===== src/core/gpio_defines.svh =====
/*
 Register offsets, pin counts and reset values of the converter GPIO block.
 Assumes inclusion by bare name from the design files.
*/
`ifndef GPIO_DEFINES_SVH
`define GPIO_DEFINES_SVH

// ==========================================
// Register map
`define GPIO_ADDR_W          4
`define GPIO_PIN_ENABLE_OFS  4'hc
`define GPIO_DIRECTION_OFS   4'hd
`define GPIO_LEVEL_OFS       4'he
`define GPIO_REG_RESET       8'h00
`define GPIO_LOW_PINS        4
`define GPIO_MAX_PINS        8

`endif


===== src/core/gpio_pkg.sv =====
/*
 Types shared by the converter GPIO block.
 Assumes the defines header is compiled first.
*/
package gpio_pkg;

   // ==========================================
   // Register selector
   typedef enum logic [3:0] {
      SEL_NONE   = 4'h1,
      SEL_ENABLE = 4'h2,
      SEL_DIR    = 4'h4,
      SEL_LEVEL  = 4'h8
   } reg_sel_t;

endpackage : gpio_pkg


===== src/core/gpio_port.sv =====
/*
 GPIO enable, direction and level registers of a sensor converter with pad control.
 Assumes a simple register port and synchronous pin inputs on sys_clk.
*/
`timescale 1ns/1ps
`include "gpio_defines.svh"

module gpio_port
   import gpio_pkg::*;
#(
   parameter bit EIGHT_PIN = 1'b1
)(
   input  wire logic       sys_clk,
   input  wire logic       reset,
   input  wire logic       clk_en,
   input  wire logic [3:0] addr,
   input  wire logic [7:0] wdata,
   input  wire logic       wr_en,
   input  wire logic       rd_en,
   output logic      [7:0] rdata,
   input  wire logic       ref0_positive_pin_in,
   output logic            ref0_positive_pin_out,
   output logic            ref0_positive_pin_oe_n,
   input  wire logic       ref0_negative_pin_in,
   output logic            ref0_negative_pin_out,
   output logic            ref0_negative_pin_oe_n,
   input  wire logic [7:2] analog_input_pin_n_in,
   output logic      [7:2] analog_input_pin_n_out,
   output logic      [7:2] analog_input_pin_n_oe_n
);

   // ==========================================
   // Register state
   logic [7:0] pin_enable_bits_q, pin_enable_bits_d;
   logic [7:0] direction_bits_q,  direction_bits_d;
   logic [7:0] level_bits_q,      level_bits_d;
   logic [7:0] rdata_d;
   logic [7:0] impl_mask;
   reg_sel_t   sel;
   logic [7:0] pad_in, pad_out, pad_oe_n, pad_sample;
   logic [7:0] sample_expect;

   // Absent pins of the small variant are masked everywhere
   assign impl_mask = EIGHT_PIN ? 8'hff : 8'h0f;

   // Address decode
   always_comb
   begin
      unique case (addr)
         `GPIO_PIN_ENABLE_OFS: sel = SEL_ENABLE;
         `GPIO_DIRECTION_OFS:  sel = SEL_DIR;
         `GPIO_LEVEL_OFS:      sel = SEL_LEVEL;
         default:              sel = SEL_NONE;
      endcase
   end

   // Next register values; reserved bits are dropped on write
   always_comb
   begin
      pin_enable_bits_d = pin_enable_bits_q;
      direction_bits_d  = direction_bits_q;
      level_bits_d      = level_bits_q;
      if (wr_en)
      begin
         unique case (sel)
            SEL_ENABLE: pin_enable_bits_d = wdata & impl_mask;
            SEL_DIR:    direction_bits_d  = wdata & impl_mask;
            SEL_LEVEL:  level_bits_d      = wdata & impl_mask;
            SEL_NONE:   ;
         endcase
      end
   end

   // Read mux; unmapped offsets read zero
   always_comb
   begin
      rdata_d = 8'h00;
      if (rd_en)
      begin
         unique case (sel)
            SEL_ENABLE: rdata_d = pin_enable_bits_q & impl_mask;
            SEL_DIR:    rdata_d = direction_bits_q & impl_mask;
            SEL_LEVEL:  rdata_d = level_bits_q & impl_mask;
            SEL_NONE:   rdata_d = 8'h00;
         endcase
      end
   end

   // Registers; read data stand only in the cycle after the strobe
   always_ff @(posedge sys_clk)
   begin
      if (reset)
      begin
         pin_enable_bits_q <= `GPIO_REG_RESET;
         direction_bits_q  <= `GPIO_REG_RESET;
         level_bits_q      <= `GPIO_REG_RESET;
         rdata             <= 8'h00;
      end
      else if (clk_en)
      begin
         pin_enable_bits_q <= pin_enable_bits_d;
         direction_bits_q  <= direction_bits_d;
         level_bits_q      <= level_bits_d;
         rdata             <= rdata_d;
      end
   end

   // ==========================================
   // Pad slices, one per GPIO bit
   assign pad_in = {analog_input_pin_n_in, ref0_negative_pin_in, ref0_positive_pin_in};

   genvar g;
   generate
      for (g = 0; g < `GPIO_MAX_PINS; g++)
      begin : g_pin
         gpio_pin_cell u_cell (
            .sys_clk     (sys_clk),
            .reset       (reset),
            .clk_en      (clk_en),
            .implemented (impl_mask[g]),
            .enable_bit  (pin_enable_bits_q[g]),
            .dir_bit     (direction_bits_q[g]),
            .level_bit   (level_bits_q[g]),
            .pin_in      (pad_in[g]),
            .pin_out     (pad_out[g]),
            .pin_oe_n    (pad_oe_n[g]),
            .pin_sample  (pad_sample[g])
         );
      end
   endgenerate

   // Bit-to-pin mapping of the shared package pins
   assign ref0_positive_pin_out   = pad_out[0];
   assign ref0_positive_pin_oe_n  = pad_oe_n[0];
   assign ref0_negative_pin_out   = pad_out[1];
   assign ref0_negative_pin_oe_n  = pad_oe_n[1];
   assign analog_input_pin_n_out  = pad_out[7:2];
   assign analog_input_pin_n_oe_n = pad_oe_n[7:2];

   // ==========================================
   // Assertions

   // What each pad slice should capture; only routed input pins sample
   assign sample_expect = pad_in & pin_enable_bits_q & direction_bits_q & impl_mask;
   property p_disabled_floats;
      @(posedge sys_clk) disable iff (reset)
      (clk_en && !pin_enable_bits_q[0]) |=> ref0_positive_pin_oe_n;
   endproperty
   a_disabled_floats: assert property (p_disabled_floats)
      else $error("disabled pin driven");

   property p_output_drives;
      @(posedge sys_clk) disable iff (reset)
      (clk_en && pin_enable_bits_q[1] && !direction_bits_q[1])
         |=> (!ref0_negative_pin_oe_n && ref0_negative_pin_out == $past(level_bits_q[1]));
   endproperty
   a_output_drives: assert property (p_output_drives)
      else $error("output pin not driving stored level");

   property p_input_no_drive;
      @(posedge sys_clk) disable iff (reset)
      (clk_en && direction_bits_q[2]) |=> analog_input_pin_n_oe_n[2];
   endproperty
   a_input_no_drive: assert property (p_input_no_drive)
      else $error("input pin driven");

   property p_high_pin_map;
      @(posedge sys_clk) disable iff (reset)
      (clk_en && pin_enable_bits_q[7] && !direction_bits_q[7])
         |=> (analog_input_pin_n_out[7] == $past(level_bits_q[7]));
   endproperty
   a_high_pin_map: assert property (p_high_pin_map)
      else $error("bit 7 not on analog pin 7");

   property p_reserved_zero;
      @(posedge sys_clk) disable iff (reset)
      !EIGHT_PIN |-> (pin_enable_bits_q[7:4] == 4'h0 && direction_bits_q[7:4] == 4'h0);
   endproperty
   a_reserved_zero: assert property (p_reserved_zero)
      else $error("reserved bits nonzero");

   property p_enable_write;
      @(posedge sys_clk) disable iff (reset)
      (clk_en && wr_en && addr == `GPIO_PIN_ENABLE_OFS)
         |=> pin_enable_bits_q == ($past(wdata) & impl_mask);
   endproperty
   a_enable_write: assert property (p_enable_write)
      else $error("enable write lost");

   property p_dir_read;
      @(posedge sys_clk) disable iff (reset)
      (clk_en && rd_en && addr == `GPIO_DIRECTION_OFS)
         |=> rdata == ($past(direction_bits_q) & impl_mask);
   endproperty
   a_dir_read: assert property (p_dir_read)
      else $error("direction read wrong");

   property p_level_roundtrip;
      @(posedge sys_clk) disable iff (reset)
      (clk_en && wr_en && addr == `GPIO_LEVEL_OFS) ##1 (clk_en && rd_en && addr == `GPIO_LEVEL_OFS)
         |=> rdata == ($past(wdata, 2) & impl_mask);
   endproperty
   a_level_roundtrip: assert property (p_level_roundtrip)
      else $error("level readback wrong");

   property p_reset_clears;
      @(posedge sys_clk) reset |=> (pin_enable_bits_q == 8'h00 && direction_bits_q == 8'h00
                                   && level_bits_q == 8'h00);
   endproperty
   a_reset_clears: assert property (p_reset_clears)
      else $error("reset left state");

   property p_input_capture;
      @(posedge sys_clk) disable iff (reset)
      clk_en |=> pad_sample == $past(sample_expect);
   endproperty
   a_input_capture: assert property (p_input_capture)
      else $error("input pin capture wrong");

   property p_read_idle_zero;
      @(posedge sys_clk) disable iff (reset)
      (clk_en && !rd_en) |=> rdata == 8'h00;
   endproperty
   a_read_idle_zero: assert property (p_read_idle_zero)
      else $error("read data outlived its cycle");

   property p_unmapped_read;
      @(posedge sys_clk) disable iff (reset)
      (clk_en && rd_en && sel == SEL_NONE) |=> rdata == 8'h00;
   endproperty
   a_unmapped_read: assert property (p_unmapped_read)
      else $error("unmapped offset read nonzero");

   property p_unmapped_write;
      @(posedge sys_clk) disable iff (reset)
      (clk_en && wr_en && sel == SEL_NONE)
         |=> ($stable(pin_enable_bits_q) && $stable(direction_bits_q) && $stable(level_bits_q));
   endproperty
   a_unmapped_write: assert property (p_unmapped_write)
      else $error("unmapped offset write changed state");

   property p_freeze;
      @(posedge sys_clk) disable iff (reset)
      !clk_en |=> ($stable(pin_enable_bits_q) && $stable(direction_bits_q)
                   && $stable(level_bits_q) && $stable(rdata) && $stable(pad_oe_n));
   endproperty
   a_freeze: assert property (p_freeze)
      else $error("state moved while frozen");

   property p_small_pins_quiet;
      @(posedge sys_clk) disable iff (reset)
      !EIGHT_PIN |-> analog_input_pin_n_oe_n[7:4] == 4'hf;
   endproperty
   a_small_pins_quiet: assert property (p_small_pins_quiet)
      else $error("absent pin driven");

   property p_dir_write;
      @(posedge sys_clk) disable iff (reset)
      (clk_en && wr_en && addr == `GPIO_DIRECTION_OFS)
         |=> direction_bits_q == ($past(wdata) & impl_mask);
   endproperty
   a_dir_write: assert property (p_dir_write)
      else $error("direction write lost");

   property p_level_write;
      @(posedge sys_clk) disable iff (reset)
      (clk_en && wr_en && addr == `GPIO_LEVEL_OFS)
         |=> level_bits_q == ($past(wdata) & impl_mask);
   endproperty
   a_level_write: assert property (p_level_write)
      else $error("level write lost");

   property p_enable_read;
      @(posedge sys_clk) disable iff (reset)
      (clk_en && rd_en && addr == `GPIO_PIN_ENABLE_OFS)
         |=> rdata == ($past(pin_enable_bits_q) & impl_mask);
   endproperty
   a_enable_read: assert property (p_enable_read)
      else $error("enable read wrong");

   property p_drive_low;
      @(posedge sys_clk) disable iff (reset)
      (clk_en && pin_enable_bits_q[4] && !direction_bits_q[4] && !level_bits_q[4])
         |=> (!analog_input_pin_n_oe_n[4] && !analog_input_pin_n_out[4]);
   endproperty
   a_drive_low: assert property (p_drive_low)
      else $error("output pin not driven low");

   c_drive_high: cover property (@(posedge sys_clk) disable iff (reset)
      !ref0_positive_pin_oe_n && ref0_positive_pin_out);
   c_input_mode: cover property (@(posedge sys_clk) disable iff (reset)
      pin_enable_bits_q[3] && direction_bits_q[3]);
   c_read_level: cover property (@(posedge sys_clk) disable iff (reset)
      rd_en && addr == `GPIO_LEVEL_OFS);
   c_back_to_back: cover property (@(posedge sys_clk) disable iff (reset)
      (wr_en && addr == `GPIO_LEVEL_OFS) ##1 rd_en);

endmodule : gpio_port


===== src/core/gpio_pin_cell.sv =====
/*
 One GPIO pad slice: output drive, enable and input capture for one pin.
 Assumes synchronous pin inputs and an active high synchronous reset.
*/
`timescale 1ns/1ps
`include "gpio_defines.svh"

module gpio_pin_cell (
   input  wire logic sys_clk,
   input  wire logic reset,
   input  wire logic clk_en,
   input  wire logic implemented,
   input  wire logic enable_bit,
   input  wire logic dir_bit,
   input  wire logic level_bit,
   input  wire logic pin_in,
   output logic      pin_out,
   output logic      pin_oe_n,
   output logic      pin_sample
);

   logic out_d, oe_n_d, smp_d;

   // Drive only when routed and output; an absent pin never drives
   always_comb
   begin
      out_d  = 1'b0;
      oe_n_d = 1'b1;
      smp_d  = 1'b0;
      if (implemented && enable_bit)
      begin
         if (!dir_bit)
         begin
            out_d  = level_bit;
            oe_n_d = 1'b0;
         end
         else
         begin
            smp_d = pin_in;
         end
      end
   end

   // Pad register
   always_ff @(posedge sys_clk)
   begin
      if (reset)
      begin
         pin_out    <= 1'b0;
         pin_oe_n   <= 1'b1;
         pin_sample <= 1'b0;
      end
      else if (clk_en)
      begin
         pin_out    <= out_d;
         pin_oe_n   <= oe_n_d;
         pin_sample <= smp_d;
      end
   end

endmodule : gpio_pin_cell


===== config.mk =====
export PLATFORM = sky130hd
export DESIGN_NAME = gpio_port
export DESIGN_NICKNAME = d
export VERILOG_FILES = /design/src/core/gpio_pkg.sv /design/src/core/gpio_port.sv /design/src/core/gpio_pin_cell.sv
export VERILOG_INCLUDE_DIRS = /design/src /design/src/core
export SDC_FILE = /design/constraint.sdc
export NUM_CORES = 1
export LEC_CHECK = 0
export BUFFER_PORTS_ARGS = -buffer_cell sky130_fd_sc_hd__clkbuf_2
export CAP_MARGIN = 25
export CORE_MARGIN = 1.5
export CORE_UTILIZATION = 57
export DETAILED_ROUTE_END_ITERATION = 6
export PLACE_DENSITY = 0.84
export SLEW_MARGIN = 20
export SYNTH_ARGS = -nofsm -noshare
export SYNTH_HDL_FRONTEND = slang
export SYNTH_SLANG_ARGS = --single-unit

===== constraint.sdc =====
create_clock -name sys_clk -period 2.6 [get_ports sys_clk]
set_clock_uncertainty 0.1 [all_clocks]
set_input_delay 0.39 -clock sys_clk [delete_from_list [all_inputs] [get_ports sys_clk]]
set_output_delay 0.39 -clock sys_clk [all_outputs]
set_load 0.02 [all_outputs]

# After elaboration in Yosys (flattened, before gate mapping)
# Index checks and enable logic that the tools add are counted.
# W data, S select, Z words.
dict set report totals {
  register_bits 48
  in_bits 25
  output_inout_bits 24
  wordCells 65
}
dict set report op_classes {
  eq_ne 7
  mux 35
  reduce_logical 3
}
# cell count
set op_table {}
lappend op_table {{$mux W1} 32}
lappend op_table {{$pmux W8 S4} 1}
lappend op_table {{$eq A4 B4 Y1 const B} 4}
lappend op_table {{$pmux W4 S3} 1}
lappend op_table {{$reduce_and A3 Y1} 3}
lappend op_table {{$mux W8} 1}
lappend op_table {{$eq A4 B1 Y1 const B} 1}
lappend op_table {{$eq A4 B2 Y1 const B} 1}
lappend op_table {{$eq A4 B3 Y1 const B} 1}

# Logic depth before layout (Yosys ltp)
dict set report depth {
  ltp_word 5
  ltp_mapped 5
  depth_no_buf 3
}

# By module
# Synthesis repeated with hierarchy kept, for this count alone.
dict set report unflattened {
  hier_cells 243
  area_unflattened_um2 2519.9
}
# module instances cells_per_inst area_per_inst_um2 seq_area_each_um2
set modules_own_cells {}
lappend modules_own_cells {gpio_port 1 139 1448.9 640.6}
lappend modules_own_cells {gpio_pin_cell 8 13 133.9 60.1}

# Worst setup path before layout
# OpenSTA, ideal clock, no wires.
dict set report synth_path {
  path_type {input to register}
  start {input addr[0]}
  end {register rdata[0]}
  setup_time_ns 0.134
  arrival_ns 1.179
  required_time_ns 2.366
  setup_slack_ns 1.187
  stages 4
  path_buffers 1
  cell_sequence {buf_6 mux2_4 a222oi_1 a211oi_1}
}
dict set report synth_between {
  elab_chain_cells 5
  word_cells_on_any_way 10
  cone_classes {eq/ne (7); mux (3)}
}
# item line_no
set synth_rtl {}
lappend synth_rtl {{start: declaration} gpio_port.sv:16} ;# input wire logic [3:0] addr,
lappend synth_rtl {{$eq A4 B4 Y1} gpio_port.sv:49} ;# unique case (addr)
lappend synth_rtl {{$pmux W4 S3 (*)} gpio_port.sv:49}
lappend synth_rtl {{$eq A4 B1 Y1 (tied with other cells)} gpio_port.sv:80} ;# unique case (sel)
lappend synth_rtl {{$pmux W8 S4 (*)} gpio_port.sv:80}
lappend synth_rtl {{$mux W8 (*)} gpio_port.sv:78} ;# if (rd_en)
lappend synth_rtl {{end signal: assignment} gpio_port.sv:104} ;# rdata <= rdata_d;
lappend synth_rtl {{end: declaration} gpio_port.sv:20} ;# output logic [7:0] rdata,
# Every way passes the cells marked *; elsewhere a longest branch is shown, timed or not.
# A chain may end at the register's enable or synchronous reset.

==> flow_metrics.tcl <==
set metrics [dict create \
    status "completed" \
    dr.max_layer_used "met4" \
    combPwrFrac 0.076 \
    cts.reportedPaths.clkPinSlew_ns 0.08 \
    antenna_found_initial 0 \
    power.switching_w 0.0003026 \
    nNetsFinal 268 \
    rows 22 \
    final_cell_mix "dfxtp_1 (48), clkbuf_2 (40), nand2b_1 (32)" \
    hpwl_um 2821 \
    vdd_ir_drop_max_mv 0.3291 \
    syn_to_final_growth_pct 9.862 \
    wl_per_cell_um 14.70 \
    crit_chain "clkbuf_2 -> inv_1 -> a222oi_1 -> a211oi_1" \
    met2_length_um 1952 \
    hold_path_class "input port to register" \
    n_antenna_cell 0 \
    dieArea_um2 4185 \
    synth_xor_area_frac 0 \
    cp_slowest_cell "inv_1" \
    gr-usage-all-layers 0.2189 \
    synth_area_leaders "dfxtp_1 (44%), mux2i_1 (11%), nand2b_1 (9.2%)" \
    io_pins 49 \
    start_kind "input port" \
    power.density_nw_per_um2 546.4 \
    synthDistinctLibCells 25 \
    placed_area_um2 2293 \
    synth_compound_area_frac 0.1153 \
    worstSetupPathType "input port to register" \
    io_buffer_count 40 \
    fillers 319 \
    clkPwrFrac 0.349 \
    swShare 0.2323 \
    cts_buffers 5 \
    drive_above_1_share 0.2500 \
    crit_path_max_incr_delay_ns 0.73 \
    vias 1631 \
    p_leak_nw 1.017 \
    rsz0062_at_grt "false" \
    wl_met3_um 248 \
    cp_data_arrival_time_ns 1.84 \
    initial_core_util 0.5926 \
    post-route-period-util 0.6681 \
    cts.sinks 48 \
    die_y_um 64.70 \
    yosys_warnings 0 \
    overflow 0 \
    final_util 0.6511 \
    seqCellArea_um2 960.9 \
    die_w_um 64.70 \
    ant_nets 0 \
    drt-initial-drc-count 133 \
    end_kind "register" \
    yosysTopAreaCellShare 0.4429 \
    vias_per_cell 5.586 \
    drv_slew 0 \
    clock_path_buffers 2 \
    cp_top_family "buffers and inverters" \
    drtPass1Iterations 7 \
    required_ns 2.70 \
    fmax_mhz 575.7 \
    slew_headroom 0.3770 \
    worst_slew_pin_slew_ns 0.9335 \
    cts.htree.levels 2 \
    p_seq_frac 0.575 \
    root_buffer "clkbuf_8" \
    gp_congestion 0.7747 \
    synth_nets 243 \
    cts_hold_buffers 0 \
    critPathBufInv 2 \
    stdcell_area_um2 2384 \
    drt-total-wl_um 4291 \
    cts_tree "yes" \
    hold_violations 0 \
    yosysSeqAreaShare 0.4429 \
    maxCapViolCount 0 \
    finalSetupViolCount 0 \
    m1WireLength_um 2035 \
    final_common_cell "dfxtp_1" \
    p_int_w 0.0009998 \
    tns_ns 0 \
    synth_top_family_by_area "simple AND/OR/NAND/NOR gates" \
    muxShareOfSynthArea 0.1644 \
    post-cts-setup-buffers 0 \
    grt_max_degree 57 \
    grt_pass1_vias 1463 \
    synth_top_cell_by_area "dfxtp_1" \
    synth_fa_ha_area_frac 0 \
    netlist_instances 218 \
    cts_resized 0 \
    synth_area_um2 2170 \
    remaining_drc_errors 0 \
    multiInputGateArea_um2 1035 \
    period_minus_slack_ns 1.737 \
    critPathMaxFanout 33 \
    ys_ff_latch 48 \
    synthSimpleGateAreaFrac 0.1972 \
    postSynthAreaPerCell_um2 9.952 \
    clkLatencyLatePin_ns 0.30 \
    grt_pass1_wl_um 6900 \
    coreArea_um2 3661 \
]
-- path summary, 6_finish.rpt --
path,start,to,slack [ns],cells past startpoint
worst min-delay path,wdata[1],direction_bits_q[1]$_SDFFE_PP0P_,0.28,3
worst max register to register,pin_enable_bits_q[2]$_SDFFE_PP0P_,rdata[2]$_SDFFE_PP0P_,1.33,3
worst max-delay path,clk_en,rdata[2]$_SDFFE_PP0P_,0.86,4
worst min register to register,g_pin[7].u_cell.pin_out$_SDFFE_PP0P_,g_pin[7].u_cell.pin_out$_SDFFE_PP0P_,0.36,2
-- power groups by stage --
stage               Sequential [W]  Clock, W  Combinational (W)
floorplan                 0.000767         0          0.0000745
CTS                       0.000748  0.000457          0.0000993
finish                    0.000749  0.000454          0.0000994
global route              0.000750  0.000487           0.000108
detailed placement        0.000766         0          0.0000988
global placement          0.000765         0          0.0000976
-- stage by stage --
stage               hold WS (ns)  power (W)  instances  setup slack (ns)
floorplan                 0.3368  0.0008411        218             1.187
global placement          0.3447  0.0008630        284            0.6184
detailed placement        0.3500  0.0008646        284            0.5713
CTS                       0.2855   0.001304        292            0.8804
global route              0.3043   0.001345        292            0.7213
finish                    0.2843   0.001302        292            0.8629
-- cells by family (layout without fill, tap and decap cells) --
| logic type | after synthesis | in the layout |
|---|---|---|
| multiplexers | 32 | 32 |
| AND/OR/NAND/NOR | 78 | 78 |
| flip-flops | 48 | 48 |
| buffers and inverters | 28 | 54 |
| AO/OA/AOI/OAI | 32 | 32 |
-- synthesized netlist by cell type --
cell type	instances
mux2i_1	24
nand2_1	16
a211o_1	8
a211oi_1	8
and2b_2	1
buf_2	7
a21oi_1	8
nand2_2	1
inv_1	1
nor2b_1	8
mux2_2	1
nand3_2	1
a222oi_1	8
nand2b_1	32
nor2_1	8
nand4_1	1
clkinv_1	1
mux2_4	7
nand3_1	8
and4_1	1
dfxtp_1	48
clkbuf_1	4
buf_6	1
nor3b_1	1
buf_4	14
-- layer usage --
| layer | track usage | vias to the layer above |
|---|---|---|
| met5 | 0 | - |
| met1 | 0.2952 | 772 |
| met4 | 0.07181 | 0 |
| met3 | 0.05729 | 6 |
| met2 | 0.3424 | 54 |
| li1 | - | 799 |
-- sequential cells by signal, indices dropped and copies added, names as in the netlist --
signal	flops
g_pin.u_cell.pin_out	8
g_pin.u_cell.pin_oe_n	8
direction_bits_q	8
pin_enable_bits_q	8
level_bits_q	8
rdata	8
-- area by class of cell --
class                      count  share of cell area
clock buffer                   8             0.03780
timing repair buffer          44             0.09659
tap                           48             0.02520
inverter                       2            0.003150
sequential                    48              0.4031
multi-input combinational    142              0.4341
-- tightest hold or removal path, stage by stage --
cell and delay (ns):
clkbuf_2 0.08, nand2b_1 0.10, mux2i_1 0.07
Note: power is estimated with default switching activity, not from simulation.
